File: config.mk
export PLATFORM = sky130hd
export DESIGN_NAME = bma_top
export DESIGN_NICKNAME = d
export VERILOG_FILES = /design/src/core/bma_pkg.sv /design/src/core/bma_pc_gen.sv /design/src/core/bma_data_decode.sv /design/src/core/bma_top.sv
export VERILOG_INCLUDE_DIRS = /design/src /design/src/core
export SDC_FILE = /design/constraint.sdc
export NUM_CORES = 1
export LEC_CHECK = 0
export BUFFER_PORTS_ARGS = -buffer_cell sky130_fd_sc_hd__buf_2
export CORE_MARGIN = 2
export CORE_UTILIZATION = 53
export DETAILED_ROUTE_END_ITERATION = 7
export HOLD_SLACK_MARGIN = 0.02
export MAX_ROUTING_LAYER = met4
export PLACE_DENSITY = 0.81
export SETUP_SLACK_MARGIN = 0.05
export SYNTH_ARGS = -nofsm -noshare
export SYNTH_HDL_FRONTEND = slang
export SYNTH_HIERARCHICAL = 1
export SYNTH_SLANG_ARGS = --single-unit
export TNS_END_PERCENT = 10
File: constraint.sdc
create_clock -name clk_sys_i -period 12.17 [get_ports clk_sys_i]
set_input_delay 2.434 -clock clk_sys_i [delete_from_list [all_inputs] [get_ports clk_sys_i]]
set_output_delay 2.434 -clock clk_sys_i [all_outputs]
set_load 0.02 [all_outputs]
File: src/core/bma_map.svh
// Address map constants for the banked memory address decoder.
// Assumes inclusion by every design file that needs offsets or reset values.
`ifndef BMA_MAP_SVH
`define BMA_MAP_SVH

// Program side widths and vectors
`define BMA_PC_W            13
`define BMA_PMEM_AW         11
`define BMA_JUMP_LIT_W      11
`define BMA_PROGRAM_COUNTER_UPPER_LATCH_W        5
`define BMA_RESET_VECTOR    13'h0000
`define BMA_IRQ_VECTOR      13'h0004

// Data side widths
`define BMA_OFS_W           7
`define BMA_RAM_DEPTH       128
`define BMA_FLAGS_W         3

// Core register offsets, identical in every bank
`define BMA_OFS_INDIRECT    7'h00
`define BMA_OFS_PCL         7'h02
`define BMA_OFS_STATUS      7'h03
`define BMA_OFS_FSR         7'h04
`define BMA_OFS_PROGRAM_COUNTER_UPPER_LATCH      7'h0a

// Static RAM windows inside a bank
`define BMA_GPR_BASE        7'h20
`define BMA_BANK1_GPR_END   7'h40
`define BMA_SHARED_BASE     7'h70
`define BMA_BANK1_IDX_ADD   7'h40

// Status register layout
`define BMA_ST_IRP          7
`define BMA_ST_RP1          6
`define BMA_ST_RP0          5
`define BMA_ST_WR_MASK      8'he7

// Reset values
`define BMA_STATUS_RST      8'h18
`define BMA_FSR_RST         8'h00
`define BMA_PROGRAM_COUNTER_UPPER_LATCH_RST      5'h00
`define BMA_RDATA_RST       8'h00

`endif

File: src/core/bma_pkg.sv
// Types shared by the banked memory address decoder.
// Assumes nothing beyond a SystemVerilog compiler.
package bma_pkg;
    typedef logic [1:0] bma_bank_t;     // Bank number 0..3
    typedef logic [6:0] bma_ofs_t;      // Offset inside a bank
    // Kind of target an access lands on; one-hot codes
    typedef enum logic [3:0] {
        BMA_RG_NONE = 4'h1,
        BMA_RG_CORE = 4'h2,
        BMA_RG_RAM  = 4'h4,
        BMA_RG_INDF = 4'h8
    } bma_region_t;
endpackage

File: src/core/bma_pc_gen.sv
// Program counter and program memory address for the fetch bus.
// Assumes the fetch strobes are synchronous to clk_sys_i and one-cycle wide.
`timescale 1ns/10ps
`default_nettype none
`include "bma_map.svh"

module bma_pc_gen (
    input  wire logic                        clk_sys_i,
    input  wire logic                        nrst_i,
    input  wire logic                        adv_i,
    input  wire logic                        jump_i,
    input  wire logic [`BMA_JUMP_LIT_W-1:0]  jump_lit_i,
    input  wire logic                        irq_i,
    input  wire logic                        pcl_wr_i,
    input  wire logic [7:0]                  pcl_data_i,
    input  wire logic [`BMA_PROGRAM_COUNTER_UPPER_LATCH_W-1:0]    latch_i,
    output logic      [`BMA_PC_W-1:0]        pc_o,
    output logic      [`BMA_PMEM_AW-1:0]     prog_addr_o
);
    import bma_pkg::*;

    logic [`BMA_PC_W-1:0] pc_r;     // Full program counter
    logic [`BMA_PC_W-1:0] pc_nxt;   // Next counter value

    // Next value; interrupt beats a computed write, which beats a jump
    always_comb begin
        pc_nxt = pc_r;
        if (irq_i) begin
            pc_nxt = `BMA_IRQ_VECTOR;
        end else if (pcl_wr_i) begin
            pc_nxt = {latch_i, pcl_data_i};
        end else if (jump_i) begin
            pc_nxt = {latch_i[4:3], jump_lit_i};
        end else if (adv_i) begin
            // Wraps at 13 bits by width alone
            pc_nxt = pc_r + 13'h0001;
        end
    end

    // Counter and the fetch address, both registered
    always_ff @(posedge clk_sys_i) begin
        if (!nrst_i) begin
            pc_r        <= `BMA_RESET_VECTOR;
            // Vector cut to the implemented fetch width on purpose
            prog_addr_o <= `BMA_PMEM_AW'(`BMA_RESET_VECTOR);
        end else begin
            pc_r        <= pc_nxt;
            // Upper two bits dropped so fetches above 2K fold back
            prog_addr_o <= pc_nxt[`BMA_PMEM_AW-1:0];
        end
    end

    assign pc_o = pc_r;

    chk_reset_fetch_zero: assert property (@(posedge clk_sys_i)
        !nrst_i |=> (pc_o == 13'h0000 && prog_addr_o == 11'h000))
        else $error("fetch does not restart at zero after reset");

    chk_irq_vector_four: assert property (@(posedge clk_sys_i) disable iff (!nrst_i)
        irq_i |=> (pc_o == 13'h0004))
        else $error("interrupt did not redirect fetch to four");

    chk_pc_increment: assert property (@(posedge clk_sys_i) disable iff (!nrst_i)
        (adv_i && !irq_i && !pcl_wr_i && !jump_i) |=> (pc_o == $past(pc_o) + 13'h0001))
        else $error("program counter did not step by one");

    chk_fetch_wrap: assert property (@(posedge clk_sys_i) disable iff (!nrst_i)
        pc_o[12:11] != 2'b00 |-> prog_addr_o == pc_o[10:0])
        else $error("high fetch address did not wrap into 2K");

    cov_irq_taken: cover property (@(posedge clk_sys_i) disable iff (!nrst_i)
        irq_i ##1 adv_i);
endmodule

`default_nettype wire

File: src/core/bma_data_decode.sv
// Combinational decode of one bank/offset pair into a target kind and RAM slot.
// Assumes the caller has already resolved direct versus indirect addressing.
`timescale 1ns/10ps
`default_nettype none
`include "bma_map.svh"

module bma_data_decode (
    input  wire bma_pkg::bma_bank_t    bank_i,
    input  wire bma_pkg::bma_ofs_t     ofs_i,
    output bma_pkg::bma_region_t       region_o,
    output logic [6:0]                 ram_idx_o
);
    import bma_pkg::*;

    // Maps to {hit, index}; banks 2 and 3 fold onto 0 and 1
    function automatic logic [7:0] ram_slot(input bma_bank_t bank, input bma_ofs_t ofs);
        logic [7:0] res;
        res = 8'h00;
        if (ofs >= `BMA_SHARED_BASE) begin
            res = {1'b1, ofs - `BMA_GPR_BASE};
        end else if (ofs >= `BMA_GPR_BASE) begin
            if (!bank[0]) begin
                res = {1'b1, ofs - `BMA_GPR_BASE};
            end else if (ofs < `BMA_BANK1_GPR_END) begin
                res = {1'b1, ofs + `BMA_BANK1_IDX_ADD};
            end
        end
        return res;
    endfunction

    logic [7:0] slot;   // Hit flag and index

    // Low offsets are registers, upper offsets static RAM save the odd-bank gap below the shared window
    always_comb begin
        slot      = ram_slot(bank_i, ofs_i);
        ram_idx_o = slot[6:0];
        case (ofs_i)
            `BMA_OFS_INDIRECT: region_o = BMA_RG_INDF;
            // Same physical registers from every bank
            `BMA_OFS_PCL,
            `BMA_OFS_STATUS,
            `BMA_OFS_FSR,
            `BMA_OFS_PROGRAM_COUNTER_UPPER_LATCH:   region_o = BMA_RG_CORE;
            default: begin
                region_o = slot[7] ? BMA_RG_RAM : BMA_RG_NONE;
            end
        endcase
    end
endmodule

`default_nettype wire

File: src/core/bma_top.sv
// Banked memory address decoder: fetch addressing plus banked register file.
// Assumes the core drives one data access per cycle, synchronous to clk_sys_i.
//
// What this block does
// - Thirteen-bit program counter, 8K word space
// - Fetches above 2K wrap onto implemented memory
// - Reset starts fetch at address zero
// - Taken interrupt sends fetch to address four
// - Fetch and data buses run concurrently
// - Status bits six and five pick bank for direct access
// - Each bank holds 128 byte offsets
// - Low offsets registers, upper offsets static RAM save the odd-bank gap below the shared window
// - Core registers mirrored into every bank
// - Access direct or through pointer register
`timescale 1ns/10ps
`default_nettype none
`include "bma_map.svh"

module bma_top (
    input  wire logic                        clk_sys_i,
    input  wire logic                        nrst_i,
    // Fetch side
    input  wire logic                        fetch_adv_i,
    input  wire logic                        jump_i,
    input  wire logic [`BMA_JUMP_LIT_W-1:0]  jump_lit_i,
    input  wire logic                        irq_take_i,
    // Data side
    input  wire logic                        dacc_i,
    input  wire logic                        dwr_i,
    input  wire bma_pkg::bma_ofs_t           dir_addr_i,
    input  wire logic [7:0]                  dwdata_i,
    input  wire logic                        flags_we_i,
    input  wire logic [`BMA_FLAGS_W-1:0]     flags_i,
    // Outputs
    output logic      [`BMA_PMEM_AW-1:0]     prog_addr_o,
    output logic      [`BMA_PC_W-1:0]        pc_o,
    output logic      [7:0]                  drdata_o,
    output logic                             drvalid_o,
    output logic      [7:0]                  status_o
);
    import bma_pkg::*;

    // Core registers
    logic [7:0]               status_r;   // Bank select, flags
    logic [7:0]               fsr_r;      // indirect_address_pointer
    logic [`BMA_PROGRAM_COUNTER_UPPER_LATCH_W-1:0] program_counter_upper_latch_r;   // program_counter_upper_latch
    logic [7:0]               rdata_r;    // Registered read data
    logic                     rvalid_r;   // Read data strobe

    // Static RAM, flip-flops; not reset, as real RAM powers up unknown
    logic [7:0] ram_r [0:`BMA_RAM_DEPTH-1];

    // Resolved address
    logic       use_ind;                  // Direct offset is the indirect port
    bma_bank_t  res_bank;                 // Bank after resolution
    bma_ofs_t   res_ofs;                  // Offset after resolution
    bma_region_t region;                  // Target kind
    logic [6:0] ram_idx;                  // RAM slot
    logic       wr_core;                  // Write strobe to a core register
    logic       pcl_wr;                   // Computed jump through the low byte
    logic [7:0] rd_mux;                   // Combinational read value

    // Fetch side runs beside the data path below; only low-byte writes and the upper latch reach it
    bma_pc_gen u_pc (
        .clk_sys_i   (clk_sys_i),
        .nrst_i      (nrst_i),
        .adv_i       (fetch_adv_i),
        .jump_i      (jump_i),
        .jump_lit_i  (jump_lit_i),
        .irq_i       (irq_take_i),
        .pcl_wr_i    (pcl_wr),
        .pcl_data_i  (dwdata_i),
        .latch_i     (program_counter_upper_latch_r),
        .pc_o        (pc_o),
        .prog_addr_o (prog_addr_o)
    );

    // Direct offsets use the bank field; offset zero follows the pointer
    always_comb begin
        use_ind = (dir_addr_i == `BMA_OFS_INDIRECT);
        if (use_ind) begin
            // Pointer bit 7 and the IRP bit give the bank
            res_bank = {status_r[`BMA_ST_IRP], fsr_r[7]};
            res_ofs  = fsr_r[6:0];
        end else begin
            res_bank = {status_r[`BMA_ST_RP1], status_r[`BMA_ST_RP0]};
            res_ofs  = dir_addr_i;
        end
    end

    bma_data_decode u_dec (
        .bank_i    (res_bank),
        .ofs_i     (res_ofs),
        .region_o  (region),
        .ram_idx_o (ram_idx)
    );

    assign wr_core = dacc_i && dwr_i && (region == BMA_RG_CORE);
    assign pcl_wr  = wr_core && (res_ofs == `BMA_OFS_PCL);

    // Read selection; unimplemented offsets and a pointer at itself read zero
    always_comb begin
        rd_mux = 8'h00;
        case (region)
            BMA_RG_CORE: begin
                case (res_ofs)
                    `BMA_OFS_PCL:    rd_mux = pc_o[7:0];
                    `BMA_OFS_STATUS: rd_mux = status_r;
                    `BMA_OFS_FSR:    rd_mux = fsr_r;
                    `BMA_OFS_PROGRAM_COUNTER_UPPER_LATCH: rd_mux = {3'h0, program_counter_upper_latch_r};
                    default:         rd_mux = 8'h00;
                endcase
            end
            BMA_RG_RAM:  rd_mux = ram_r[ram_idx];
            BMA_RG_INDF: rd_mux = 8'h00;
            BMA_RG_NONE: rd_mux = 8'h00;
            default:     rd_mux = 8'h00;
        endcase
    end

    // Status: software writes the bank and flag bits, ALU flags win
    always_ff @(posedge clk_sys_i) begin
        if (!nrst_i) begin
            status_r <= `BMA_STATUS_RST;
        end else begin
            if (wr_core && res_ofs == `BMA_OFS_STATUS) begin
                // Power bits 4 and 3 stay read-only
                status_r <= (status_r & ~`BMA_ST_WR_MASK) | (dwdata_i & `BMA_ST_WR_MASK);
            end
            if (flags_we_i) begin
                // Hardware update beats a same-cycle software write
                status_r[2:0] <= flags_i;
            end
        end
    end

    // Pointer register
    always_ff @(posedge clk_sys_i) begin
        if (!nrst_i) begin
            fsr_r <= `BMA_FSR_RST;
        end else if (wr_core && res_ofs == `BMA_OFS_FSR) begin
            fsr_r <= dwdata_i;
        end
    end

    // Upper latch; only its low five bits exist
    always_ff @(posedge clk_sys_i) begin
        if (!nrst_i) begin
            program_counter_upper_latch_r <= `BMA_PROGRAM_COUNTER_UPPER_LATCH_RST;
        end else if (wr_core && res_ofs == `BMA_OFS_PROGRAM_COUNTER_UPPER_LATCH) begin
            program_counter_upper_latch_r <= dwdata_i[`BMA_PROGRAM_COUNTER_UPPER_LATCH_W-1:0];
        end
    end

    // RAM write; aliasing is already folded into the index
    always_ff @(posedge clk_sys_i) begin
        if (dacc_i && dwr_i && region == BMA_RG_RAM && nrst_i) begin
            ram_r[ram_idx] <= dwdata_i;
        end
    end

    // Read data answers one cycle after the request
    always_ff @(posedge clk_sys_i) begin
        if (!nrst_i) begin
            rdata_r  <= `BMA_RDATA_RST;
            rvalid_r <= 1'b0;
        end else begin
            rvalid_r <= dacc_i && !dwr_i;
            if (dacc_i && !dwr_i) begin
                rdata_r <= rd_mux;
            end
        end
    end

    assign drdata_o  = rdata_r;
    assign drvalid_o = rvalid_r;
    assign status_o  = status_r;

    // Checks on the data side

    chk_bank_from_status: assert property (@(posedge clk_sys_i) disable iff (!nrst_i)
        (dacc_i && dir_addr_i != 7'h00) |-> (res_bank == status_o[6:5]))
        else $error("direct access used the wrong bank");

    chk_indirect_target: assert property (@(posedge clk_sys_i) disable iff (!nrst_i)
        (dacc_i && dir_addr_i == 7'h00) |-> (res_ofs == fsr_r[6:0]
            && res_bank == {status_o[7], fsr_r[7]}))
        else $error("indirect port did not follow the pointer");

    chk_low_ofs_no_ram: assert property (@(posedge clk_sys_i) disable iff (!nrst_i)
        (res_ofs < 7'h20) |-> (region != BMA_RG_RAM))
        else $error("low offset decoded as static RAM");

    chk_shared_top: assert property (@(posedge clk_sys_i) disable iff (!nrst_i)
        (res_ofs >= 7'h70) |-> (region == BMA_RG_RAM && ram_idx == res_ofs - 7'h20))
        else $error("top sixteen bytes not shared across banks");

    chk_even_bank_alias: assert property (@(posedge clk_sys_i) disable iff (!nrst_i)
        (res_ofs >= 7'h20 && !res_bank[0]) |-> (ram_idx == res_ofs - 7'h20))
        else $error("bank two does not alias bank zero RAM");

    chk_status_mirror: assert property (@(posedge clk_sys_i) disable iff (!nrst_i)
        (dacc_i && !dwr_i && dir_addr_i == 7'h03 && !flags_we_i)
            |=> (drvalid_o && drdata_o == $past(status_o)))
        else $error("status read through a bank gave another value");

    chk_pointer_write: assert property (@(posedge clk_sys_i) disable iff (!nrst_i)
        (dacc_i && dwr_i && dir_addr_i == 7'h04) |=> (fsr_r == $past(dwdata_i)))
        else $error("pointer register write lost");

    chk_fetch_with_data: assert property (@(posedge clk_sys_i) disable iff (!nrst_i)
        (dacc_i && !pcl_wr && fetch_adv_i && !jump_i && !irq_take_i)
            |=> (pc_o == $past(pc_o) + 13'h0001))
        else $error("data access stalled the fetch");

    chk_ram_readback: assert property (@(posedge clk_sys_i) disable iff (!nrst_i)
        (dacc_i && dwr_i && dir_addr_i == 7'h70)
            ##1 (dacc_i && !dwr_i && dir_addr_i == 7'h70 && status_o[5] != $past(status_o[5]))
            |=> (drdata_o == $past(dwdata_i, 2)))
        else $error("shared byte not seen from another bank");

    // Odd banks own only 32 bytes; the slots sit above the even-bank RAM
    chk_odd_bank_alias: assert property (@(posedge clk_sys_i) disable iff (!nrst_i)
        (res_ofs >= 7'h20 && res_ofs < 7'h40 && res_bank[0])
            |-> (region == BMA_RG_RAM && ram_idx == res_ofs + 7'h40))
        else $error("odd bank RAM slot decoded wrongly");

    // The gap between the odd-bank RAM and the shared window holds nothing
    chk_odd_bank_hole: assert property (@(posedge clk_sys_i) disable iff (!nrst_i)
        (res_ofs >= 7'h40 && res_ofs < 7'h70 && res_bank[0]) |-> (region == BMA_RG_NONE))
        else $error("odd bank hole decoded as storage");

    // Core registers answer from one physical copy whatever the bank
    chk_core_mirror: assert property (@(posedge clk_sys_i) disable iff (!nrst_i)
        (res_ofs == 7'h02 || res_ofs == 7'h03 || res_ofs == 7'h04 || res_ofs == 7'h0a)
            |-> (region == BMA_RG_CORE))
        else $error("core register not mirrored into this bank");

    // A pointer aimed at the port itself must not reach any storage
    chk_indirect_self: assert property (@(posedge clk_sys_i) disable iff (!nrst_i)
        (use_ind && fsr_r[6:0] == 7'h00) |-> (region == BMA_RG_INDF))
        else $error("indirect port looped onto stored location");

    // Every read request gets its strobe exactly one cycle later
    chk_read_strobe: assert property (@(posedge clk_sys_i) disable iff (!nrst_i)
        (dacc_i && !dwr_i) |=> drvalid_o)
        else $error("read request without data strobe");

    // No strobe without a read, so the core never latches stale data
    chk_no_spurious_strobe: assert property (@(posedge clk_sys_i) disable iff (!nrst_i)
        !(dacc_i && !dwr_i) |=> !drvalid_o)
        else $error("data strobe without read request");

    // Power bits are read-only; a software write must leave them alone
    chk_status_ro_bits: assert property (@(posedge clk_sys_i) disable iff (!nrst_i)
        (dacc_i && dwr_i && dir_addr_i == 7'h03) |=> (status_o[4:3] == $past(status_o[4:3])))
        else $error("read-only status bits changed by a write");

    // Only five latch bits exist; the write must keep exactly those
    chk_latch_write: assert property (@(posedge clk_sys_i) disable iff (!nrst_i)
        (dacc_i && dwr_i && dir_addr_i == 7'h0a) |=> (program_counter_upper_latch_r == $past(dwdata_i[4:0])))
        else $error("upper latch write lost");

    // Cover points for the main scenarios
    cov_indirect_ram_read: cover property (@(posedge clk_sys_i) disable iff (!nrst_i)
        dacc_i && !dwr_i && use_ind && region == BMA_RG_RAM);

    cov_bank3_access: cover property (@(posedge clk_sys_i) disable iff (!nrst_i)
        dacc_i && res_bank == 2'b11 && region == BMA_RG_RAM);

    cov_computed_jump: cover property (@(posedge clk_sys_i) disable iff (!nrst_i)
        pcl_wr ##1 fetch_adv_i);

    cov_fetch_and_write: cover property (@(posedge clk_sys_i) disable iff (!nrst_i)
        fetch_adv_i && dacc_i && dwr_i);
endmodule

`default_nettype wire

==> reports/qor.csv, run 1 <==
metric,value,unit
global-route wire length before repair,160300,µm
Core ar.,0.08016,mm²
Syn Inst Count,2347,
Comb power frac,0.067,
"CTS clk-pin slew, worst paths",0.07,ns
largest net degree at the start of global routing,120,
num rows,104,
critical path's slowest cell,nor2b_1,
routed vias,24219,
IO Pins,78,
Hold Crit Class,flop to flop,
Avg WL per Cell,30.62,µm
total power,7.721,mW
crit path capture type,flop,
DRC errors left,0,
Final Setup Violations,0,
Bufs and invs on worst path,3,
all-layer global routing usage,0.2709,
sequential power share,0.522,
I/O Buffers,75,
Overflow after GRT,0,
Die Span X,288.0,µm
TritonCTS clock tree,done,
Pleak,14.85,nW
vias in the first global route,24056,
most frequent cell on the critical path,a21o_1,
syn avg cell area,18.21,µm²
WP data arrival,8.30,ns
layout cells sized above 1,0.2061,
CP Cell Sequence,buf_2 > nor4_4 > and2_0 > a21o_1 > inv_1 > ha_1 > a21oi_1 > a21o_1 > and2_4 > nor2b_1 > buf_4 > a22oi_1 > a221oi_1 > a2111oi_0 > a2111oi_2 > a21boi_1 > o221a_1,
worst slew pin tran,1.427,ns
final wirelength,109000,µm
f_max,129.3,MHz
Final Cycle Share,0.6355,
initial antenna violation count,4,
vias per cell,6.801,
CTS max path bufs,3,
"Slew Viols, Final",0,
Power Internal,6.010,mW
mapped cell area,0.04275,mm²
starting DRC count in detailed routing,3753,
footprint of the multi-input gates,0.01038,mm²
Die ar.,0.08295,mm²
Setup Buffers After CTS,0,
Max Cap Viol,0,
CTS Root Cell,clkbuf_16,
Clock Power Share,0.411,
outcome,finished clean,
CP startpoint kind,input pin,
Final Skew,0.04551,ns
post-route antenna net violation count,0,
drt pass-1 iters,6,
critical path required time,12.74,ns
Peak supply drop,0.0001134,V
unrepaired setup endpoints after global routing,false,
Net Sw Frac,0.2216,
clk sink count,1065,
Die Y,288.0,µm
Layout area overhead,10.92,%
slew margin rel.,0.04669,
Clock Latency Late Sink,0.69,ns
fin nets,2459,
hold_buf cts,0,
Initial Util,0.5333,
htree depth,3,
Resized Gates After CTS,0,
Placer Congestion,0.9788,
Setup TNS Final,0,ns
total CTS buffers,100,
crit path kind,input pin to flop,
Top delay family on crit path,simple AND/OR/NAND/NOR gates,
yosys warns,6,
pwr/cell area,162.8,mW/mm²
Crit Path Max Fanout,51,
Psw,1.711,mW
min cycle time layout,7.734,ns
HPWL after DPL,66460,µm
FF+latch area,0.03157,mm²
Fillers,5517,
Max stage delay on crit path,1.19,ns
Final Hold Fails,0,
-- placed cells by master (no fill, tap or decap), types with 18 or more instances in the layout --
master	instances
buf_4	49
mux2i_1	76
nor2b_1	34
nand2_1	100
clkbuf_1	26
inv_1	19
clkinv_1	19
buf_2	67
a21oi_1	67
a22oi_1	96
a22o_1	18
a221oi_1	45
clkbuf_16	101
dfxtp_1	41
edfxtp_1	1024
nand3_1	31
mux4_2	187
nor2_1	165
o21ai_0	38
mux2_2	31
-- layer usage --
| metal | track usage | vias to the layer above | part of all wire |
|---|---|---|---|
| met2 | 0.4087 | 1905 | 0.47 |
| met1 | 0.3530 | 12221 | 0.36 |
| met5 | - | - | 0 |
| met4 | 0.1192 | 0 | 0.049 |
| met3 | 0.06632 | 381 | 0.12 |
| li1 | - | 9712 | - |
-- state kept, by name, indices dropped and copies added, names as in the netlist --
register / flops
ram_r: 1024
u_pc/pc_o: 13
drdata_o: 8
status_o: 6
drvalid_o: 1
fsr_r: 8
program_counter_upper_latch_r: 5
-- power groups by stage --
| stage | Clock [mW] | Sequential, mW | Combinational [mW] |
|---|---|---|---|
| after global placement | 0 | 4.11 | 0.484 |
| after CTS | 3.19 | 4.03 | 0.501 |
| final | 3.18 | 4.03 | 0.515 |
| after floorplan | 0 | 4.11 | 0.294 |
| after detailed placement | 0 | 4.11 | 0.496 |
| after global routing | 3.32 | 4.03 | 0.535 |
-- cell type report --
cell class                      count  area share
Antenna cell                        2   0.0001055
Clock buffer                      129     0.05594
Clock inverter                     54     0.01417
Inverter                           19    0.001504
Multi-Input combinational cell   1114      0.2189
Sequential cell                  1065      0.6658
Tap cell                         1060     0.02797
Timing Repair Buffer              118     0.01567
-- metrics by stage --
| step | util | instance area (µm²) | std cells | hold slack, ns | setup slack [ns] |
|---|---|---|---|---|---|
| after CTS | 0.5915 | 47410 | 3559 | 0.4845 | 4.581 |
| after detailed placement | 0.5500 | 44090 | 3376 | 0.4697 | 3.994 |
| after floorplan | - | 42750 | 2348 | 0.4994 | 5.708 |
| final | 0.5916 | 47420 | 3561 | 0.4982 | 4.436 |
| after global placement | 0.5500 | 44090 | 3376 | 0.4580 | 4.079 |
| after global routing | 0.5916 | 47420 | 3561 | 0.4924 | 4.148 |
-- final timing paths --
check | slack [ns] | from | depth (start not counted) | endpoint
max reg2reg | 6.55 | fsr_r[0] | 10 | ram_r[70][1]
min reg2reg | 0.50 | drdata_o[1] | 1 | drdata_o[1]
max | 4.44 | dir_addr_i[3] | 17 | drdata_o[3]
min | 0.50 | drdata_o[1] | 1 | drdata_o[1]
(Power assumes the default switching activity.)
==> run 2: changes to the inputs <==
Settings changed: PLACE_DENSITY 0.81 to 0.84.
Clock period 12.17 ns to 6.54 ns, I/O delays scaled along.
==> reports/qor.csv, run 2 (same netlist as run 1, synthesis figures left out) <==
metric,value,unit
Hold Crit Class,flop to flop,
critical path required time,7.13,ns
Placer Congestion,1.047,
WP data arrival,6.37,ns
Die Y,288.0,µm
I/O Buffers,75,
pwr/cell area,294.3,mW/mm²
Initial Util,0.5333,
starting DRC count in detailed routing,4214,
"final std cell area, no fill",0.04893,mm²
num rows,104,
clk sink count,1065,
total CTS buffers,102,
Biggest register,ram_r,
reg2reg start,fsr_r[0],
"leading cell type in the layout, fill and taps excluded",edfxtp_1,
Resized Gates After CTS,0,
Peak supply drop,0.0002009,V
CTS Root Cell,clkbuf_16,
CTS max path bufs,3,
Avg WL per Cell,31.02,µm
Crit Path Max Fanout,26,
Core ar.,0.08016,mm²
Die ar.,0.08295,mm²
CP startpoint kind,input pin,
min cycle time layout,5.786,ns
Final Skew,0.03978,ns
Clock Latency Late Sink,0.69,ns
outcome,finished clean,
register-to-register setup slack,1.50,ns
placed cell areas,0.04560,mm²
initial antenna violation count,3,
largest net degree at the start of global routing,86,
Fillers,5467,
Final Hold Fails,0,
HPWL after DPL,73980,µm
slew margin rel.,0.3049,
drt pass-1 iters,7,
Overflow after GRT,0,
routed vias,25663,
f_max,172.8,MHz
vias in the first global route,25320,
layout cells sized above 1,0.2663,
Pleak,15.88,nW
total power,14.40,mW
TritonCTS clock tree,done,
"CTS clk-pin slew, worst paths",0.07,ns
number of diodes,0,
Final Cycle Share,0.8847,
Worst Setup SP,dir_addr_i[3],
Critical path destination,drdata_o[3],
number of flip-flops in the largest register,1024,
final wirelength,116300,µm
"Slew Viols, Final",0,
unrepaired setup endpoints after global routing,false,
crit path capture type,flop,
worst slew pin tran,1.039,ns
htree depth,3,
all-layer global routing usage,0.2909,
global-route wire length before repair,170400,µm
vias per cell,6.845,
Max Cap Viol,0,
DRC errors left,0,
Setup TNS Final,0,ns
hold slack,0.5433,ns
most frequent cells in the layout,"edfxtp_1 (1024), buf_4 (224), mux4_2 (187)",
hold_buf cts,0,
post-route antenna net violation count,0,
IO Pins,78,
fin nets,2646,
Die Span X,288.0,µm
Layout area overhead,14.46,%
Setup Buffers After CTS,0,
crit path kind,input pin to flop,
worst-case reg-to-reg path depth,13,
R2R Path End,drdata_o[3],
Final Setup Violations,0,
run 2: changes by cell type in the layout (fill, tap and decap cells not counted), moves of 5 or more:
cell / change
clkinv_1: -9
clkinv_2: +8
buf_12: +10
buf_4: +175
clkbuf_16: +5
clkinvlp_4: +5
run 2: layout make-up:
type | count | area [µm²] | area share
sequential | 1065 | 31570 | 0.6452
multi-input combinational | 1114 | 10370 | 0.2120
clock buffer | 134 | 2798 | 0.05717
timing repair buffer | 303 | 2257 | 0.04613
tap | 1060 | 1326 | 0.02710
clock inverter | 54 | 538.0 | 0.01099
inverter | 19 | 71.32 | 0.001457
run 2: routing by layer:
metal  routed length, µm  track usage
met3               14200      0.06791
met5                   0            -
met2               54790       0.4466
met1               41200       0.3749
met4                6105       0.1254
run 2: per-stage QoR:
| stage | instances | worst slack [ns] | util |
|---|---|---|---|
| global route | 3749 | 0.5816 | 0.6105 |
| CTS | 3749 | 0.9774 | 0.6105 |
| global placement | 3561 | 0.4545 | 0.5689 |
| detailed placement | 3561 | 0.2694 | 0.5689 |
| floorplan | 2348 | 1.204 | - |
| finish | 3749 | 0.7538 | 0.6105 |
run 2: where the power goes:
part | internal (mW) | switching, mW
sequential | 7.48 | 0.0175
combinational | 0.350 | 0.669
clock | 3.37 | 2.51
total | 11.2 | 3.20
run 2: critical path, cell delays in order:
cell      delay, ns
buf_2          0.13
nor4_4         0.53
and2_0         0.38
a21o_1         0.32
inv_1          0.08
ha_1           0.24
a21oi_1        0.17
a21oi_1        0.21
a21boi_4       0.78
buf_12         0.27
and2_1         0.41
a22oi_1        0.18
a22oi_1        0.19
o22ai_1        0.11
nor3_1         0.61
a21boi_1       0.18
o221a_1        0.23
run 2: worst min path at each step:
stage | start | to | slack, ns | cells after the start
6_report | u_pc/pc_o[9] | u_pc/pc_o[9] | 0.54 | 2
5_1_grt | u_pc/pc_o[9] | u_pc/pc_o[9] | 0.57 | 2
4_1_cts | u_pc/pc_o[9] | u_pc/pc_o[9] | 0.55 | 2
3_5_place_dp | u_pc/pc_o[9] | u_pc/pc_o[9] | 0.53 | 2
3_3_place_gp | u_pc/pc_o[9] | u_pc/pc_o[9] | 0.52 | 2
2_1_floorplan | program_counter_upper_latch_r[1] | program_counter_upper_latch_r[1] | 0.50 | 2
